File: src/rtl/rcad_cfg.svh
// Purpose: Constants of the RC counting converter register block.
// Assumes: Classic Wishbone, 32-bit data, word index is wb_adr_i[7:2].
// Notes:   Functional notes follow.
// Functional notes
// - Counter A bits 4-7, 8-11, 12-15 are three 4-bit read/write registers.
// - Counter A bits 16-18 sit in bits 0-2; bit 3 reserved.
// - Counter B bits 4-7 and 8-11 are two 4-bit read/write registers.
// - Counter B bits 12-13 sit in bits 0-1; bits 2-3 reserved.
// - Reserved counter bits read as one; writes to them do nothing.
// - A control bit picks counter A or counter B overflow as interrupt.
// - A control bit runs or halts the RC oscillation feeding the counters.
// - A second control register selects the oscillation or external clock mode.
// - Software can read and write counters A and B through nibble registers.
// - Source select bit: 0 counter A overflow (reset), 1 counter B overflow.
// - Run bit: 0 oscillation stopped (reset), 1 oscillation started.
// - Mode 0 pin one clock, 1 to 6 RC pairings, 7 pin two clock.
`ifndef RCAD_CFG_SVH
`define RCAD_CFG_SVH

// Bus geometry.
`define RCAD_ADR_W      8
`define RCAD_DAT_W      32
`define RCAD_IDX_W      6
`define RCAD_NIB_W      4

// Word indices; the byte address is four times the index.
`define RCAD_IDX_CNT_A0 6'h20
`define RCAD_IDX_CNT_A1 6'h21
`define RCAD_IDX_CNT_A2 6'h22
`define RCAD_IDX_CNT_A3 6'h23
`define RCAD_IDX_CNT_A4 6'h24
`define RCAD_IDX_CNT_B0 6'h26
`define RCAD_IDX_CNT_B1 6'h27
`define RCAD_IDX_CNT_B2 6'h28
`define RCAD_IDX_CNT_B3 6'h29
`define RCAD_IDX_CTRL   6'h2a
`define RCAD_IDX_OSC    6'h2b
`define RCAD_IDX_STAT   6'h2c
`define RCAD_IDX_MASK   6'h2d

// Counter widths and nibble index width.
`define RCAD_CNT_A_W    19
`define RCAD_CNT_B_W    14
`define RCAD_NIDX_W     3

// Reserved bits that read as one.
`define RCAD_RSV_A4     4'h8
`define RCAD_RSV_B3     4'hc
`define RCAD_RSV_CTRL   4'hc

// Control bit positions and reset values.
`define RCAD_CTRL_RUN   0
`define RCAD_CTRL_SRC   1
`define RCAD_RUN_RST    1'b0
`define RCAD_SRC_RST    1'b0
`define RCAD_OSC_RST    4'h0

// Interrupt status bits.
`define RCAD_IRQ_W      3
`define RCAD_IRQ_AD     0
`define RCAD_IRQ_OVF_A  1
`define RCAD_IRQ_OVF_B  2

// Clock sources: index 0 first pin, 1..6 RC pairings, 7 second pin.
`define RCAD_RC_PAIRS   6
`define RCAD_NSRC       8
`define RCAD_SYNC_N     9
`define RCAD_TBASE_IDX  8

`endif

File: src/rtl/rcad_pkg.sv
// Purpose: Types of the RC counting converter register block.
// Assumes: Constants come from rcad_cfg.svh.
// Notes:   Holds enumerations only.
package rcad_pkg;

    // Oscillation and external clock modes.
    typedef enum logic [3:0] {
        RCAD_OSC_EXT_FIRST  = 4'b0000,
        RCAD_OSC_PAIR_1     = 4'b0001,
        RCAD_OSC_PAIR_2     = 4'b0010,
        RCAD_OSC_PAIR_3     = 4'b0011,
        RCAD_OSC_PAIR_4     = 4'b0100,
        RCAD_OSC_PAIR_5     = 4'b0101,
        RCAD_OSC_PAIR_6     = 4'b0110,
        RCAD_OSC_EXT_SECOND = 4'b0111
    } rcad_osc_mode_t;

    // Bus slave states.
    typedef enum logic {
        RCAD_BUS_IDLE = 1'b0,
        RCAD_BUS_ACK  = 1'b1
    } rcad_bus_state_t;

endpackage : rcad_pkg

File: src/rtl/rcad_sync.sv
// Purpose: Three-stage input synchroniser with agreement filter.
// Assumes: Input is asynchronous to clk_sys.
// Notes:   Level changes only once stages two and three agree.
`timescale 1ns/100ps
`default_nettype none
module rcad_sync (
    // Clock and reset.
    input  wire logic clk_sys,
    input  wire logic srst,
    // Pin side.
    input  wire logic pin_in,
    // Filtered outputs.
    output logic      level,
    output logic      rise
);
    import rcad_pkg::*;

    logic s1_reg;
    logic s2_reg;
    logic s3_reg;
    logic lvl_reg;
    logic rise_reg;
    wire  agree = (s2_reg == s3_reg);

    // Stage one feeds only stage two; the filtered level follows agreement.
    always_ff @(posedge clk_sys) begin
        if (srst) begin
            s1_reg   <= 1'b0;
            s2_reg   <= 1'b0;
            s3_reg   <= 1'b0;
            lvl_reg  <= 1'b0;
            rise_reg <= 1'b0;
        end else begin
            s1_reg   <= pin_in;
            s2_reg   <= s1_reg;
            s3_reg   <= s2_reg;
            lvl_reg  <= agree ? s3_reg : lvl_reg;
            rise_reg <= agree & s3_reg & ~lvl_reg;
        end
    end

    assign level = lvl_reg;
    assign rise  = rise_reg;
endmodule : rcad_sync
`default_nettype wire

File: src/rtl/rcad_counter.sv
// Purpose: Binary counter with nibble-wide software writes.
// Assumes: Nibble index is within the counter's width.
// Notes:   A write in the same cycle as a count wins and drops that count.
`timescale 1ns/100ps
`default_nettype none
`include "rcad_cfg.svh"
module rcad_counter #(
    parameter int WIDTH = `RCAD_CNT_A_W
) (
    // Clock and reset.
    input  wire logic                     clk_sys,
    input  wire logic                     srst,
    // Count request.
    input  wire logic                     inc,
    // Nibble write.
    input  wire logic                     wr_en,
    input  wire logic [`RCAD_NIDX_W-1:0]  wr_idx,
    input  wire logic [`RCAD_NIB_W-1:0]   wr_data,
    // State.
    output logic      [WIDTH-1:0]         count,
    output logic                          ovf
);
    import rcad_pkg::*;

    localparam int NP = (WIDTH + `RCAD_NIB_W - 1) / `RCAD_NIB_W;

    logic [WIDTH-1:0]           count_reg;
    logic                       ovf_reg;
    logic [NP*`RCAD_NIB_W-1:0]  merged;

    // Replace only the addressed nibble; bits above the width are dropped.
    always_comb begin
        merged = '0;
        merged[WIDTH-1:0] = count_reg;
        merged[wr_idx*`RCAD_NIB_W +: `RCAD_NIB_W] = wr_data;
    end

    // Count wraps to zero and flags the overflow for one cycle.
    always_ff @(posedge clk_sys) begin
        if (srst) begin
            count_reg <= '0;
            ovf_reg   <= 1'b0;
        end else if (wr_en) begin
            count_reg <= merged[WIDTH-1:0];
            ovf_reg   <= 1'b0;
        end else begin
            count_reg <= inc ? count_reg + 1'b1 : count_reg;
            ovf_reg   <= inc & (&count_reg);
        end
    end

    assign count = count_reg;
    assign ovf   = ovf_reg;
endmodule : rcad_counter
`default_nettype wire

File: src/rtl/rcad_top.sv
// Purpose: Register block of the RC oscillation counting converter.
// Assumes: Classic Wishbone master; pins are asynchronous to clk_sys.
// Notes:   Counter A counts the selected oscillator, counter B a time base.
//
// Design decision made here: the Wishbone interface to the registers.
`timescale 1ns/100ps
`default_nettype none
`include "rcad_cfg.svh"
module rcad_top (
    // Clock and reset.
    input  wire logic                        clk_sys,
    input  wire logic                        srst,
    // Wishbone slave.
    input  wire logic                        wb_cyc_i,
    input  wire logic                        wb_stb_i,
    input  wire logic                        wb_we_i,
    input  wire logic [`RCAD_ADR_W-1:0]      wb_adr_i,
    input  wire logic [3:0]                  wb_sel_i,
    input  wire logic [`RCAD_DAT_W-1:0]      wb_dat_i,
    output logic      [`RCAD_DAT_W-1:0]      wb_dat_o,
    output logic                             wb_ack_o,
    // Clock source pins.
    input  wire logic                        ext_clock_pin_first,
    input  wire logic                        ext_clock_pin_second,
    input  wire logic [`RCAD_RC_PAIRS-1:0]   rc_osc_in,
    input  wire logic                        tbase_in,
    // Oscillator control and interrupt.
    output logic      [`RCAD_RC_PAIRS-1:0]   rc_osc_en,
    output logic                             irq
);
    import rcad_pkg::*;

    // ****************************************************************
    // Declarations
    // ****************************************************************

    rcad_bus_state_t               bus_state_reg;
    rcad_bus_state_t               bus_state_next;
    logic [`RCAD_DAT_W-1:0]        dat_reg;
    logic                          conversion_run_reg;
    logic                          irq_source_select_reg;
    rcad_osc_mode_t                osc_mode_reg;
    logic [`RCAD_IRQ_W-1:0]        stat_reg;
    logic [`RCAD_IRQ_W-1:0]        stat_next;
    logic [`RCAD_IRQ_W-1:0]        mask_reg;
    logic                          irq_reg;
    logic [`RCAD_RC_PAIRS-1:0]     osc_en_reg;
    logic [`RCAD_CNT_A_W-1:0]      count_a;
    logic [`RCAD_CNT_B_W-1:0]      count_b;
    logic                          ovf_a;
    logic                          ovf_b;
    logic [`RCAD_SYNC_N-1:0]       sync_in;
    logic [`RCAD_SYNC_N-1:0]       src_rise;

    // ****************************************************************
    // Functions
    // ****************************************************************

    // Maps a mode code to a one-hot RC pairing enable; external modes give none.
    function automatic logic [`RCAD_RC_PAIRS-1:0] pair_enable(input rcad_osc_mode_t m);
        logic [`RCAD_RC_PAIRS-1:0] en;
        en = '0;
        case (m)
            RCAD_OSC_PAIR_1: en[0] = 1'b1;
            RCAD_OSC_PAIR_2: en[1] = 1'b1;
            RCAD_OSC_PAIR_3: en[2] = 1'b1;
            RCAD_OSC_PAIR_4: en[3] = 1'b1;
            RCAD_OSC_PAIR_5: en[4] = 1'b1;
            RCAD_OSC_PAIR_6: en[5] = 1'b1;
            default:         en = '0;
        endcase
        return en;
    endfunction : pair_enable

    // True when a word index falls inside a counter's nibble window.
    function automatic logic in_window(input logic [`RCAD_IDX_W-1:0] idx,
                                       input logic [`RCAD_IDX_W-1:0] lo,
                                       input logic [`RCAD_IDX_W-1:0] hi);
        return (idx >= lo) && (idx <= hi);
    endfunction : in_window

    // ****************************************************************
    // Pin synchronisers
    // ****************************************************************

    // Gather the source pins; the time base sits above the eight sources.
    assign sync_in = {tbase_in, ext_clock_pin_second, rc_osc_in, ext_clock_pin_first};

    // One three-stage synchroniser per source pin.
    genvar gi;
    generate
        for (gi = 0; gi < `RCAD_SYNC_N; gi = gi + 1) begin : g_sync
            rcad_sync u_sync (
                .clk_sys (clk_sys),
                .srst    (srst),
                .pin_in  (sync_in[gi]),
                .level   (),
                .rise    (src_rise[gi])
            );
        end
    endgenerate

    // ****************************************************************
    // Bus decode
    // ****************************************************************

    // Request decode; the access is taken in the cycle before ack rises.
    wire                    req      = wb_cyc_i & wb_stb_i & (bus_state_reg == RCAD_BUS_IDLE);
    wire                    wr_stb   = req & wb_we_i & wb_sel_i[0];
    wire [`RCAD_IDX_W-1:0]  idx      = wb_adr_i[`RCAD_ADR_W-1:2];
    wire [`RCAD_NIB_W-1:0]  wnib     = wb_dat_i[`RCAD_NIB_W-1:0];
    wire                    hit_a    = in_window(idx, `RCAD_IDX_CNT_A0, `RCAD_IDX_CNT_A4);
    wire                    hit_b    = in_window(idx, `RCAD_IDX_CNT_B0, `RCAD_IDX_CNT_B3);
    wire                    wr_a     = wr_stb & hit_a;
    wire                    wr_b     = wr_stb & hit_b;
    wire                    wr_ctrl  = wr_stb & (idx == `RCAD_IDX_CTRL);
    wire                    wr_osc   = wr_stb & (idx == `RCAD_IDX_OSC);
    wire                    wr_stat  = wr_stb & (idx == `RCAD_IDX_STAT);
    wire                    wr_mask  = wr_stb & (idx == `RCAD_IDX_MASK);
    wire [`RCAD_IDX_W-1:0]  off_a    = idx - `RCAD_IDX_CNT_A0;
    wire [`RCAD_IDX_W-1:0]  off_b    = idx - `RCAD_IDX_CNT_B0;
    wire [`RCAD_NIDX_W-1:0] nidx_a   = off_a[`RCAD_NIDX_W-1:0];
    wire [`RCAD_NIDX_W-1:0] nidx_b   = off_b[`RCAD_NIDX_W-1:0];

    // Read mux; reserved bits are forced to one and unmapped words read zero.
    logic [`RCAD_NIB_W-1:0] rd_nib;
    always_comb begin
        case (idx)
            `RCAD_IDX_CNT_A0: rd_nib = count_a[3:0];
            `RCAD_IDX_CNT_A1: rd_nib = count_a[7:4];
            `RCAD_IDX_CNT_A2: rd_nib = count_a[11:8];
            `RCAD_IDX_CNT_A3: rd_nib = count_a[15:12];
            `RCAD_IDX_CNT_A4: rd_nib = `RCAD_RSV_A4 | {1'b0, count_a[18:16]};
            `RCAD_IDX_CNT_B0: rd_nib = count_b[3:0];
            `RCAD_IDX_CNT_B1: rd_nib = count_b[7:4];
            `RCAD_IDX_CNT_B2: rd_nib = count_b[11:8];
            `RCAD_IDX_CNT_B3: rd_nib = `RCAD_RSV_B3 | {2'b00, count_b[13:12]};
            `RCAD_IDX_CTRL:   rd_nib = `RCAD_RSV_CTRL |
                                       {2'b00, irq_source_select_reg, conversion_run_reg};
            `RCAD_IDX_OSC:    rd_nib = osc_mode_reg;
            `RCAD_IDX_STAT:   rd_nib = {1'b0, stat_reg};
            `RCAD_IDX_MASK:   rd_nib = {1'b0, mask_reg};
            default:          rd_nib = 4'h0;
        endcase
    end

    // Two-state answer: ack one cycle after the request, then release.
    always_comb begin
        case (bus_state_reg)
            RCAD_BUS_IDLE: bus_state_next = (wb_cyc_i & wb_stb_i) ? RCAD_BUS_ACK : RCAD_BUS_IDLE;
            RCAD_BUS_ACK:  bus_state_next = RCAD_BUS_IDLE;
            default:       bus_state_next = RCAD_BUS_IDLE;
        endcase
    end

    // Bus answer registers.
    always_ff @(posedge clk_sys) begin
        if (srst) begin
            bus_state_reg <= RCAD_BUS_IDLE;
            dat_reg       <= '0;
        end else begin
            bus_state_reg <= bus_state_next;
            dat_reg       <= req ? {{(`RCAD_DAT_W-`RCAD_NIB_W){1'b0}}, rd_nib} : dat_reg;
        end
    end

    assign wb_ack_o = (bus_state_reg == RCAD_BUS_ACK);
    assign wb_dat_o = dat_reg;

    // ****************************************************************
    // Control registers
    // ****************************************************************

    // Run and source select bits; reserved bits are not stored.
    always_ff @(posedge clk_sys) begin
        if (srst) begin
            conversion_run_reg    <= `RCAD_RUN_RST;
            irq_source_select_reg <= `RCAD_SRC_RST;
        end else if (wr_ctrl) begin
            conversion_run_reg    <= wnib[`RCAD_CTRL_RUN];
            irq_source_select_reg <= wnib[`RCAD_CTRL_SRC];
        end
    end

    // Oscillation mode field, full four bits stored.
    always_ff @(posedge clk_sys) begin
        if (srst) begin
            osc_mode_reg <= rcad_osc_mode_t'(`RCAD_OSC_RST);
        end else if (wr_osc) begin
            osc_mode_reg <= rcad_osc_mode_t'(wnib);
        end
    end

    // Drive the chosen RC pairing only while conversion runs.
    always_ff @(posedge clk_sys) begin
        if (srst) begin
            osc_en_reg <= '0;
        end else begin
            osc_en_reg <= conversion_run_reg ? pair_enable(osc_mode_reg) : '0;
        end
    end

    assign rc_osc_en = osc_en_reg;

    // ****************************************************************
    // Counters
    // ****************************************************************

    // Selected source edge; codes above seven pick no source.
    wire sel_rise = (osc_mode_reg <= RCAD_OSC_EXT_SECOND) &
                    src_rise[osc_mode_reg[`RCAD_NIDX_W-1:0]];
    wire inc_a    = conversion_run_reg & sel_rise;
    wire inc_b    = conversion_run_reg & src_rise[`RCAD_TBASE_IDX];

    rcad_counter #(.WIDTH(`RCAD_CNT_A_W)) u_count_a (
        .clk_sys (clk_sys),
        .srst    (srst),
        .inc     (inc_a),
        .wr_en   (wr_a),
        .wr_idx  (nidx_a),
        .wr_data (wnib),
        .count   (count_a),
        .ovf     (ovf_a)
    );

    rcad_counter #(.WIDTH(`RCAD_CNT_B_W)) u_count_b (
        .clk_sys (clk_sys),
        .srst    (srst),
        .inc     (inc_b),
        .wr_en   (wr_b),
        .wr_idx  (nidx_b),
        .wr_data (wnib),
        .count   (count_b),
        .ovf     (ovf_b)
    );

    // ****************************************************************
    // Interrupts
    // ****************************************************************

    // Sticky events; a new event wins over a write-one clear.
    wire [`RCAD_IRQ_W-1:0] ev;
    assign ev[`RCAD_IRQ_AD]    = irq_source_select_reg ? ovf_b : ovf_a;
    assign ev[`RCAD_IRQ_OVF_A] = ovf_a;
    assign ev[`RCAD_IRQ_OVF_B] = ovf_b;
    assign stat_next = (stat_reg & ~(wr_stat ? wnib[`RCAD_IRQ_W-1:0] : '0)) | ev;

    // Status, mask and the level interrupt output.
    always_ff @(posedge clk_sys) begin
        if (srst) begin
            stat_reg <= '0;
            mask_reg <= '0;
            irq_reg  <= 1'b0;
        end else begin
            stat_reg <= stat_next;
            mask_reg <= wr_mask ? wnib[`RCAD_IRQ_W-1:0] : mask_reg;
            irq_reg  <= |(stat_reg & mask_reg);
        end
    end

    assign irq = irq_reg;

    // Low nibble of the read data as the master takes it.
    wire [`RCAD_NIB_W-1:0] q_nib = wb_dat_o[`RCAD_NIB_W-1:0];
endmodule : rcad_top
`default_nettype wire

File: config.mk
export PLATFORM = sky130hd
export DESIGN_NAME = rcad_top
export DESIGN_NICKNAME = d
export VERILOG_FILES = /design/src/rtl/rcad_pkg.sv /design/src/rtl/rcad_sync.sv /design/src/rtl/rcad_counter.sv /design/src/rtl/rcad_top.sv
export VERILOG_INCLUDE_DIRS = /design/src /design/src/rtl
export SDC_FILE = /design/constraint.sdc
export NUM_CORES = 1
export LEC_CHECK = 0
export BUFFER_PORTS_ARGS = -buffer_cell sky130_fd_sc_hd__buf_2
export CORE_MARGIN = 2
export CORE_UTILIZATION = 56
export DETAILED_ROUTE_END_ITERATION = 6
export PLACE_DENSITY = 0.88
export REMOVE_ABC_BUFFERS = 1
export SLEW_MARGIN = 30
export SYNTH_ARGS = -nofsm -noshare
export SYNTH_HDL_FRONTEND = slang
export SYNTH_SLANG_ARGS = --single-unit
export TNS_END_PERCENT = 30
File: constraint.sdc
create_clock -name clk_sys -period 2.8 [get_ports clk_sys]
set_input_delay 0.14 -clock clk_sys [delete_from_list [all_inputs] [get_ports clk_sys]]
set_output_delay 0.14 -clock clk_sys [all_outputs]
set_load 0.02 [all_outputs]
# --- After elaboration in Yosys (flattened, before gate mapping) ---
# Index checks and enable logic that the tools add are counted.
totals:
  reg_bits: 104
  input_bits: 58
  out_inout_bits: 40
classes:
  addsub: 6
  n_lt_le_gt_ge: 6
  eq_ne: 28
  shifts: 4
  muxes: 19
  bitwise: 48
  n_reduce_logical: 10
ops:
  columns: ["op", "count"]
  rows:
  - ["$eq 6x6->1 const B", 13]
  - ["$neg 5->34", 2]
  - ["$pmux 4 s13", 1]
  - ["$mux 19", 2]
  - ["$shift 4x34->16 const A", 1]
  - ["$shift 4x34->20 const A", 1]
  - ["$shiftx 4x34->16", 1]
  - ["$shiftx 4x34->20", 1]
  - ["$and 1x1->1", 33]
  - ["$mux 14", 2]
  - ["$bwmux 20", 1]
  - ["$add 19x1->19 const B", 1]
  - ["$reduce_and 19->1", 1]
  - ["$bwmux 16", 1]
  - ["$add 14x1->14 const B", 1]
  - ["$reduce_and 14->1", 1]
  - ["$eq 4x3->1 const B", 3]
  - ["$ge 6x6->1 const B", 2]
  - ["$le 6x6->1 const B", 2]
  - ["$not 1->1", 11]
  - ["$eq 1x1->1", 9]
  - ["$mux 1", 9]
  - ["$eq 4x2->1 const B", 2]
  - ["$and 3x3->3", 2]
  - ["14 further kinds", 18]

# --- Depth between registers and ports, before layout ---
# Gate-level depths: netlist (run 1).
depth:
  depth_word: 9
  ltp_mapped: 10

# --- Cells and area by module ---
# Synthesis (run 1) repeated with hierarchy kept, for this count alone.
hier_totals:
  hier_cells: 662
  hier_area_um2: 5843.1
modules_own_cells:
  columns: ["module", "instances", "cells_per_inst", "area_per_inst_um2", "seq_area_each_um2"]
  rows:
  - ["rcad_top", 1, 214, 1796.7, 480.5]
  - ["rcad_counter (u_count_a)", 1, 192, 1492.7, 400.4]
  - ["rcad_sync", 9, 12, 157.7, 100.1]
  - ["rcad_counter (u_count_b)", 1, 148, 1134.8, 300.3]

# --- Worst setup path after synthesis (run 1) ---
# No wires, ideal clock.
synth_path:
  path_kind: "input to register"
  start: "input wb_adr_i[4]"
  end: "register u_count_a.count_reg[7] (netlist: u_count_a.count[7])"
  arrival_ns: 2.242
  slack_ns: 0.488
  path_stages: 10
  path_buffers: 2
  path_cell_list: "buf_2 -> buf_1 -> inv_1 -> ha_1 -> nor4bb_1 -> nand3_1 -> nor3_1 -> a21oi_1 -> or2_2 -> a21oi_1"
synth_between:
  elab_chain_cells: 5
synth_rtl:
  columns: ["element", "line", "source"]
  rows:
  - ["start, declared", "rcad_top.sv:17", "input wire logic [`RCAD_ADR_W-1:0] wb_adr_i,"]
  - ["$sub 3x1->3 (no source line)", null, null]
  - ["$neg 5->34", "rcad_counter.sv:35", "merged[wr_idx*`RCAD_NIB_W +: `RCAD_NIB_W] = wr_data;"]
  - ["$shiftx 4x34->20 / $shift 4x34->20 (equally long branches)", "rcad_counter.sv:35", null]
  - ["$bwmux 20", "rcad_counter.sv:35", null]
  - ["$mux 19", "rcad_counter.sv:43", "end else if (wr_en) begin"]
  - ["end signal, assigned", "rcad_counter.sv:44", "count_reg <= merged[WIDTH-1:0];"]
  - ["end signal, assigned", "rcad_counter.sv:47", "count_reg <= inc ? count_reg + 1'b1 : count_reg;"]
  - ["end, declared", "rcad_counter.sv:27", "logic [WIDTH-1:0] count_reg;"]
# Parallel ways exist; a longest one is shown, timed or not.
# A chain may end at the register's enable or synchronous reset.

# --- Worst setup path after layout (run 1) ---
layout_path:
  start: "register osc_mode_reg[1]"
  end: "register u_count_a.count_reg[9] (netlist: u_count_a.count[9])"
layout_between:
  elab_chain_cells: 5
layout_rtl:
  columns: ["element", "line", "source"]
  rows:
  - ["start, declared", "rcad_top.sv:42", "rcad_osc_mode_t osc_mode_reg;"]
  - ["start signal, assigned", "rcad_top.sv:188", "osc_mode_reg <= rcad_osc_mode_t'(`RCAD_OSC_RST);"]
  - ["start signal, assigned", "rcad_top.sv:190", "osc_mode_reg <= rcad_osc_mode_t'(wnib);"]
  - ["$bmux 1 s3", "rcad_top.sv:211", "src_rise[osc_mode_reg[`RCAD_NIDX_W-1:0]];"]
  - ["$mux 1", "rcad_top.sv:211", null]
  - ["$and 1x1->1 *", "rcad_top.sv:210", "wire sel_rise = (osc_mode_reg <= RCAD_OSC_EXT_SECOND) &"]
  - ["$and 1x1->1 *", "rcad_top.sv:212", "wire inc_a = conversion_run_reg & sel_rise;"]
  - ["$reduce_bool 2->1 (no source line) *", null, null]
# Every way passes the cells marked *; elsewhere a longest branch is shown, timed or not. The select of a mux whose other input is x is not followed.

==> results of run 1 <==
-- metal layers --
metal | vias to the layer above | track usage, % | part of all wire [%] | wire [um]
met5 | - | 0 | 0 | 0
met4 | 0 | 12.5 | 3.0 | 427
met3 | 50 | 5.39 | 8.7 | 1250
met2 | 274 | 44.9 | 48 | 6810
met1 | 2338 | 32.4 | 41 | 5830
li1 | 2354 | - | - | -
-- metrics by stage --
step / worst slack (ns) / total power [mW] / utilization [%] / instances / hold WS (ns)
global route: 0.254 / 2.87 / 62.4 / 820 / 0.150
global placement: 0.383 / 1.79 / 59.3 / 795 / 0.350
detailed placement: 0.268 / 1.80 / 59.3 / 795 / 0.354
finish: 0.491 / 2.77 / 62.4 / 820 / 0.142
CTS: 0.501 / 2.78 / 62.4 / 820 / 0.121
floorplan: 0.695 / 1.69 / - / 614 / 0.202
-- timing repair --
item                                   in CTS  in global routing
setup buffers                               0                  0
endpoints found under the hold margin       9                  0
hold buffers                                9                  0
-- cells in the mapped netlist, types with 4 or more instances --
| master | count | area (um2) |
|---|---|---|
| dfxtp_1 | 104 | 2080 |
| nor2_1 | 54 | 203 |
| nand2_1 | 46 | 173 |
| a21oi_1 | 41 | 205 |
| nor2b_1 | 36 | 225 |
| nand3_1 | 31 | 155 |
| buf_4 | 30 | 225 |
| mux2i_1 | 25 | 250 |
| ha_1 | 23 | 288 |
| clkbuf_1 | 22 | 82.6 |
| o21ai_0 | 22 | 110 |
| nor3_1 | 18 | 90.1 |
| nand4_1 | 14 | 87.6 |
| a22oi_1 | 13 | 97.6 |
| a31oi_1 | 13 | 81.3 |
| and3_1 | 13 | 81.3 |
| inv_1 | 12 | 45.0 |
| nor3b_1 | 12 | 90.1 |
| nor4_1 | 9 | 56.3 |
| nand2b_1 | 8 | 50.1 |
| a211oi_1 | 7 | 52.6 |
| and2_1 | 7 | 43.8 |
| a2bb2oi_1 | 6 | 52.6 |
| buf_2 | 6 | 30.0 |
| or3_1 | 5 | 31.3 |
| mux2_2 | 4 | 45.0 |
| xnor2_1 | 4 | 35.0 |
-- worst min-delay path by stage --
stage,start,to,slack [ns],depth (start not counted)
2_1_floorplan,srst,u_count_b.count[4]$_SDFFE_PP0P_,0.20,1
3_3_place_gp,rc_osc_in[3],g_sync[4].u_sync.s1_reg$_SDFF_PP0_,0.35,2
3_5_place_dp,ext_clock_pin_first,g_sync[0].u_sync.s1_reg$_SDFF_PP0_,0.35,2
4_1_cts,wb_dat_i[0],u_count_b.count[0]$_SDFFE_PP0P_,0.12,3
5_1_grt,wb_dat_i[1],u_count_b.count[5]$_SDFFE_PP0P_,0.15,3
6_report,wb_dat_i[1],u_count_b.count[5]$_SDFFE_PP0P_,0.14,3
-- worst reg2reg max path: cells and delay by family, from the launching register on --
kind | cells | cell delay, ns
and+or+nand+nor | 2 | 0.75
DFF | 1 | 0.68
muxes | 1 | 0.15
AOI/OAI and AO/OA | 3 | 0.65
-- power breakdown --
group          switching (mW)  total, mW  internal [mW]  leakage (nW)
sequential             0.0194       1.52           1.50         0.843
combinational           0.174      0.261         0.0866          1.36
clock                   0.620      0.987          0.367         0.106
-- cell type report --
| type | instances | area [um2] |
|---|---|---|
| sequential | 104 | 2080 |
| clock inverter | 7 | 91.3 |
| multi-input combinational | 498 | 3200 |
| timing repair buffer | 57 | 363 |
| tap | 133 | 166 |
| inverter | 12 | 45.0 |
| clock buffer | 9 | 124 |
| fill | 829 | 3660 |
-- cell families after synthesis --
group	after synthesis
AND/OR/NAND/NOR	278
AO/OA/AOI/OAI	131
flip-flops	104
buffers and inverters	75
multiplexers	33
adder cells (fa/ha/maj)	23
XOR/XNOR	5
other	1
==> impl_metrics.py, run 1 <==
metrics = {
    "global_routing": {
        "overflow": 0,
        "grt_use_total_pct": 26.6,
        "grt_pass1_wl_mm": 23.1,
        "grt_max_degree": 88,
        "antenna_found_initial": 0,
        "grt_pass1_vias": 4761,
    },
    "logic_synthesis": {
        "synth-xor-area-share_pct": 0.782,
        "synthFlopType": "dfxtp_1",
        "postSynthAreaPerCell_um2": 8.61,
        "yosysSeqAreaShare_pct": 37.2,
        "synthAdderAreaFrac_pct": 5.14,
        "synth_mux_area_share_pct": 6.75,
        "synth-simple-area-share_pct": 27.3,
        "syn_area_um2": 5600,
        "synth_cell_types": 69,
        "synth_edf_count": 0,
        "synth_top_family_by_area": "simple AND/OR/NAND/NOR gates",
        "yosys_warnings": 0,
        "synthCells": 650,
        "synth_compound_area_share_pct": 15.4,
        "synth_seq_cells": 104,
        "async_flop_share_pct": 0,
    },
    "sta": {
        "fin_crit_ns": 2.31,
        "clock.fmax_ghz": 0.433,
        "max-slew-margin-rel_pct": 42.5,
        "period_share_pct": 82.5,
        "skew_ns": 0.0261,
        "setup_viol_count_final": 0,
        "fin_tns_setup_ns": 0,
        "hold_violations": 0,
        "rsz0062_at_grt": "false",
        "drv_slew": 0,
        "worst_pin_slew_ns": 0.863,
    },
    "die": {
        "ios": 98,
        "rows": 36,
        "die_y_um": 104,
        "die_w_um": 104,
        "initial_core_util_pct": 57.5,
        "dieArea_um2": 10800,
        "core_area_um2": 9730,
    },
    "clock_tree": {
        "cts_sinks": 104,
        "clk_latency_ns": 0.40,
        "clockBufferDepth": 2,
        "clk_pin_slew_ns": 0.13,
        "cts_tree": "done",
        "ctsRootBufferMaster": "clkbuf_8",
        "cts_inserted_buffers": 9,
        "cts_resized": 0,
        "cts.htree.levels": 3,
    },
    "critical_path": {
        "r2r.worst_path.cells": 6,
        "critPathLaunchType": "flip-flop",
        "slowest_stage": "dfxtp_1",
        "crit_path_start": "osc_mode_reg[1]$_SDFFE_PP0P_",
        "worstPathCellList": "mux2i_1, a22oi_1, and3_1, a22oi_1, or2_2, a21oi_1",
        "timing.rr.start": "osc_mode_reg[1]$_SDFFE_PP0P_",
        "cp_top_family": "simple AND/OR/NAND/NOR gates",
        "critPathCapture": "u_count_a.count[9]$_SDFFE_PP0P_",
        "critPathBufInv": 0,
        "worstSetupEndpointType": "flip-flop",
        "crit_path_frequent_cell": "a22oi_1",
        "required_ns": 3.11,
        "worstPathArrival_ns": 2.62,
        "cpPeakStageDelay_ns": 0.68,
        "reg2reg_to": "u_count_a.count[9]$_SDFFE_PP0P_",
        "critical_path.max_fanout": 11,
        "crit_cells": 6,
        "critPathKind": "flip-flop to flip-flop",
        "r2r_slack_ns": 0.49,
    },
    "placed_design": {
        "placed_area_um2": 5770,
        "globalplace.congestion": 0.968,
        "portBuffers": 36,
        "dp_hpwl_mm": 10.2,
    },
    "power_and_ir_drop": {
        "leakagePower_nw": 2.31,
        "power.density_nw_per_um2": 456,
        "ir_drop_mv": 0.425,
    },
    "finish": {
        "drive_above_1_share_pct": 12.5,
        "nNetsFinal": 763,
        "fin_area_um2": 6070,
        "area_growth_pct": 8.47,
        "layout_commonest_cell": "dfxtp_1",
        "largest_reg_flops": 19,
        "layout_common_cells": "dfxtp_1 (104), nor2_1 (54), nand2_1 (46)",
        "insertedDiodeCount": 0,
    },
    "status": {
        "status": "finished, final reports clean",
    },
    "routing": {
        "via_count": 5016,
        "routedWlPerCell_um": 17.5,
        "routed_via_density": 6.12,
        "drt-pass1-iter-count": 5,
        "ant_nets": 0,
        "drc": 0,
        "drtIter0Drc": 501,
        "drt_wl_total_mm": 14.3,
    },
    "hold_path": {
        "hold_class": "input port to flip-flop",
    },
    "run": {
        "maxCapViolations": 0,
    },
}
No activity file was read; power rests on OpenSTA's default activity.
==> inputs of run 2 (changes only) <==
CORE_UTILIZATION = 51   (was 56)
PLACE_DENSITY = 0.85   (was 0.88)
clock period = 2.1 ns   (was 2.8 ns; I/O delays follow)
==> impl_metrics.py, run 2 (same netlist as run 1, synthesis figures left out) <==
metrics = {
    "sta": {
        "hold_violations": 0,
        "worst_pin_slew_ns": 0.734,
        "max-slew-margin-rel_pct": 51.1,
        "drv_slew": 0,
        "fin_crit_ns": 1.99,
        "skew_ns": 0.0121,
        "fin_tns_setup_ns": 0,
        "period_share_pct": 94.9,
        "rsz0062_at_grt": "false",
        "clock.fmax_ghz": 0.502,
        "setup_viol_count_final": 0,
    },
    "critical_path": {
        "critPathKind": "flip-flop to flip-flop",
        "cpPeakStageDelay_ns": 0.43,
        "required_ns": 2.41,
        "worstSetupEndpointType": "flip-flop",
        "worstPathArrival_ns": 2.30,
        "critPathLaunchType": "flip-flop",
        "slowest_stage": "nor4_1",
        "crit_path_frequent_cell": "a21oi_1",
        "critical_path.max_fanout": 5,
        "worstPathCellList": "and3b_1, nand3_1, nor4_1, buf_4, a21oi_1, or2_2, a21oi_1",
        "r2r_slack_ns": 0.11,
    },
    "clock_tree": {
        "clk_pin_slew_ns": 0.10,
        "clockBufferDepth": 2,
        "cts_tree": "done",
        "cts.htree.levels": 3,
        "cts_inserted_buffers": 9,
        "ctsRootBufferMaster": "clkbuf_8",
        "cts_sinks": 104,
        "clk_latency_ns": 0.37,
    },
    "global_routing": {
        "grt_pass1_wl_mm": 23.8,
        "overflow": 0,
        "antenna_found_initial": 0,
        "grt_use_total_pct": 25.8,
        "grt_pass1_vias": 4785,
        "grt_max_degree": 40,
    },
    "finish": {
        "fillCellCount": 919,
        "layout_common_cells": "dfxtp_1 (101), nor2_1 (54), nand2_1 (46), buf_4 (46), a21oi_1 (41)",
        "drive_above_1_share_pct": 17.6,
        "nNetsFinal": 799,
        "final_core_util_pct": 59.1,
        "fin_area_um2": 6380,
        "largest_reg_flops": 19,
        "final_cell_count_no_fill": 863,
        "layout_commonest_cell": "dfxtp_1",
        "insertedDiodeCount": 0,
        "area_growth_pct": 13.9,
    },
    "power_and_ir_drop": {
        "leakagePower_nw": 2.50,
        "ir_drop_mv": 0.496,
        "finalPower_mw": 3.71,
        "power.density_nw_per_um2": 582,
    },
    "placed_design": {
        "placed_cells": 838,
        "dp_hpwl_mm": 10.7,
        "portBuffers": 36,
        "placed_area_um2": 6070,
        "globalplace.congestion": 0.981,
    },
    "routing": {
        "routed_via_density": 5.90,
        "drt_wl_total_mm": 14.8,
        "drc": 0,
        "via_count": 5088,
        "drt-pass1-iter-count": 5,
        "routedWlPerCell_um": 17.2,
        "drtIter0Drc": 483,
        "ant_nets": 0,
    },
    "die": {
        "die_y_um": 109,
        "ios": 98,
        "rows": 38,
        "dieArea_um2": 11800,
        "die_w_um": 109,
        "initial_core_util_pct": 51.9,
        "core_area_um2": 10800,
    },
    "run": {
        "maxCapViolations": 0,
    },
    "hold_path": {
        "hold_class": "input port to flip-flop",
    },
    "status": {
        "status": "finished, final reports clean",
    },
}
==> run 2: per-layer routing <==
metal	track usage (%)	wire, um
met5	0	0
met1	34.7	6410
met2	42.7	7000
met3	3.65	1060
met4	8.42	354
==> run 2: power by group <==
group	switching, mW	internal [mW]
clock network	0.735	0.564
logic	0.241	0.140
registers	0.0256	2.01
==> run 2: area by class of cell <==
type	instances	area (um2)	area share, %
tap	140	175	2.75
inverter	12	45.0	0.706
clock inverter	7	78.8	1.24
clock buffer	9	124	1.94
sequential	104	2090	32.7
timing repair buffer	93	656	10.3
multi-input combinational	498	3210	50.4
==> run 2: repair_timing <==
action	in CTS	in global routing
resized for setup	0	6
setup buffers	0	0
hold buffers	9	0
hold endpoints to repair	9	0
endpoints found under the setup margin	0	16
==> run 2: critical path, delay by kind of cell (launching register included) <==
kind                   cells  cell delay [ns]
buffers and inverters      1             0.20
flip-flops                 1             0.32
AO/OA/AOI/OAI              2             0.18
AND/OR/NAND/NOR            4             1.23
==> run 2: path summary, 6_finish.rpt <==
kind | startpoint | endpoint | cells after the start
max | wb_ack_o$_SDFF_PP0_ | u_count_a.count[9]$_SDFFE_PP0P_ | 7
min | wb_dat_i[3] | osc_mode_reg[3]$_SDFFE_PP0P_ | 3
min reg2reg | g_sync[2].u_sync.level$_SDFFE_PP0N_ | g_sync[2].u_sync.rise$_SDFF_PP0_ | 1
max reg2reg | wb_ack_o$_SDFF_PP0_ | u_count_a.count[9]$_SDFFE_PP0P_ | 7
==> run 2: through the flow <==
step / hold WS, ns / setup slack (ns)
3_3_place_gp: 0.312 / -0.0404
5_1_grt: 0.121 / 0.00583
3_5_place_dp: 0.318 / -0.121
2_1_floorplan: 0.167 / 0.0185
6_report: 0.133 / 0.108
4_1_cts: 0.116 / 0.0278
==> inputs of run 3 (changes only) <==
REMOVE_ABC_BUFFERS = unset   (was 1)
clock period = 1.6 ns   (was 2.1 ns; I/O delays follow)
==> impl_metrics.py, run 3 (same netlist as run 1, synthesis figures left out) <==
metrics = {
    "die": {
        "core_area_um2": 10800,
        "ios": 98,
        "dieArea_um2": 11800,
        "die_y_um": 109,
        "initial_core_util_pct": 51.9,
        "rows": 38,
        "die_w_um": 109,
    },
    "global_routing": {
        "antenna_found_initial": 0,
        "overflow": 0,
        "grt_pass1_vias": 5824,
        "grt_max_degree": 38,
        "grt_use_total_pct": 32.8,
        "grt_pass1_wl_mm": 29.2,
    },
    "critical_path": {
        "r2r_slack_ns": -0.21,
        "crit_path_start": "wb_ack_o$_SDFF_PP0_",
        "crit_cells": 9,
        "slowest_stage": "dfxtp_4",
        "critPathLaunchType": "flip-flop",
        "timing.rr.start": "wb_ack_o$_SDFF_PP0_",
        "worstPathArrival_ns": 2.05,
        "critPathBufInv": 3,
        "worstPathCellList": "nand3b_4, nor3_4, buf_6, a31oi_4, buf_6, buf_6, and2_4, o21ai_2, a21oi_2",
        "critPathKind": "flip-flop to flip-flop",
        "worstSetupEndpointType": "flip-flop",
        "crit_path_frequent_cell": "buf_6",
        "critPathCapture": "u_count_b.count[3]$_SDFFE_PP0P_",
        "reg2reg_to": "u_count_b.count[3]$_SDFFE_PP0P_",
        "cp_top_family": "simple AND/OR/NAND/NOR gates",
        "critical_path.max_fanout": 4,
        "required_ns": 1.84,
        "cpPeakStageDelay_ns": 0.35,
        "r2r.worst_path.cells": 9,
    },
    "finish": {
        "largest_reg_flops": 19,
        "area_growth_pct": 42.4,
        "layout_common_cells": "buf_4 (147), dfxtp_1 (94), nor2_1 (49)",
        "layout_commonest_cell": "buf_4",
        "fillCellCount": 734,
        "nNetsFinal": 922,
        "drive_above_1_share_pct": 41.1,
        "insertedDiodeCount": 0,
    },
    "clock_tree": {
        "cts_sinks": 104,
        "clk_latency_ns": 0.40,
        "clk_pin_slew_ns": 0.10,
        "cts_tree": "done",
        "ctsRootBufferMaster": "clkbuf_8",
        "clockBufferDepth": 2,
        "cts_inserted_buffers": 9,
        "cts.htree.levels": 3,
    },
    "routing": {
        "via_count": 5789,
        "routed_via_density": 5.87,
        "routedWlPerCell_um": 20.0,
        "drt-pass1-iter-count": 6,
        "ant_nets": 0,
        "drt_wl_total_mm": 19.7,
        "drc": 0,
        "drtIter0Drc": 502,
    },
    "status": {
        "violations": "setup timing",
        "status": "complete, but fails checks",
    },
    "sta": {
        "whs_ns": 0.0929,
        "max-slew-margin-rel_pct": 39.9,
        "worst_slack_ns": -0.210,
        "clock.fmax_ghz": 0.553,
        "drv_slew": 0,
        "skew_ns": 0.0180,
        "fin_tns_setup_ns": -3.75,
        "rsz0062_at_grt": "true",
        "worst_pin_slew_ns": 0.901,
        "period_share_pct": 113,
        "hold_violations": 0,
        "setup_viol_count_final": 37,
        "fin_crit_ns": 1.81,
    },
    "power_and_ir_drop": {
        "power.density_nw_per_um2": 627,
        "pwr-share-comb_pct": 13.6,
        "sw_frac_of_total_pct": 27.7,
        "ir_drop_mv": 0.928,
        "intPower_mw": 3.61,
        "leakagePower_nw": 3.25,
        "p_seq_share_pct": 53.2,
        "finalPower_mw": 5.00,
        "switchingPower_mw": 1.38,
        "pwr-share-clk_pct": 33.2,
    },
    "placed_design": {
        "portBuffers": 36,
        "dp_hpwl_mm": 13.3,
        "globalplace.congestion": 0.981,
    },
    "hold_path": {
        "hold_class": "input port to flip-flop",
        "worstHoldPathCells": 3,
        "min-delay-start": "wb_dat_i[3]",
    },
    "run": {
        "maxCapViolations": 0,
    },
}
## run 3: changes by cell type in the layout (fill, tap and decap cells not counted), sizes merged
cell	delta
buf	+123
bufinv	-1
clkbuf	+3
clkinv	-3
clkinvlp	+3
inv	-2
## run 3: area by class of cell
| type | count | area (um2) | share of cell area (%) |
|---|---|---|---|
| Clock buffer | 12 | 165 | 2.07 |
| Timing Repair Buffer | 216 | 1660 | 20.9 |
| Multi-Input combinational cell | 498 | 3780 | 47.4 |
| Sequential cell | 104 | 2100 | 26.4 |
| Clock inverter | 4 | 33.8 | 0.424 |
| Inverter | 12 | 52.6 | 0.659 |
| Tap cell | 140 | 175 | 2.20 |
## run 3: power groups by stage
| stage | sequential, mW | combinational [mW] | clock (mW) |
|---|---|---|---|
| after global routing | 2.66 | 0.722 | 1.78 |
| final | 2.66 | 0.681 | 1.66 |
| after global placement | 2.72 | 0.578 | 0 |
| after detailed placement | 2.72 | 0.591 | 0 |
| after CTS | 2.66 | 0.635 | 1.67 |
| after floorplan | 2.71 | 0.394 | 0 |
## run 3: how the worst min path moves through the flow
stage	slack (ns)	endpoint
after floorplan	0.21	g_sync[0].u_sync.s1_reg$_SDFF_PP0_
after global placement	0.29	g_sync[2].u_sync.s1_reg$_SDFF_PP0_
after detailed placement	0.31	g_sync[5].u_sync.s1_reg$_SDFF_PP0_
after CTS	0.07	osc_mode_reg[3]$_SDFFE_PP0P_
after global routing	0.08	osc_mode_reg[3]$_SDFFE_PP0P_
final	0.09	osc_mode_reg[3]$_SDFFE_PP0P_
## run 3: timing repair
item                       CTS  global route
hold buffers                 9             0
hold endpoints to repair     9             0
pin swaps                   37            36
setup endpoints to repair   40            44
gates cloned                 0             0
gates resized for setup     82            63
buffers inserted            11             9
## run 3: per-stage QoR
stage / setup slack, ns / utilization [%] / std cells / cell area (um2)
after detailed placement: -0.439 / 64.6 / 941 / 6970
after global placement: -0.350 / 64.6 / 941 / 6970
after CTS: -0.116 / 70.9 / 977 / 7650
after floorplan: -0.186 / - / 677 / 5870
final: -0.210 / 73.9 / 986 / 7970
after global routing: -0.257 / 73.9 / 986 / 7970
## run 3: metal layers
layer	vias up	share of wire [%]	GRT usage, %
li1	2681	-	-
met1	2776	37	36.9
met2	247	50	57.5
met3	85	7.0	8.73
met4	0	5.2	15.3
met5	-	0	0
## run 3: worst register-to-register path, cell delays in order, from the launching register on
cell      delay [ns]
dfxtp_4         0.35
nand3b_4        0.18
nor3_4          0.23
buf_6           0.15
a31oi_4         0.11
buf_6           0.16
buf_6           0.12
and2_4          0.13
o21ai_2         0.16
a21oi_2         0.07
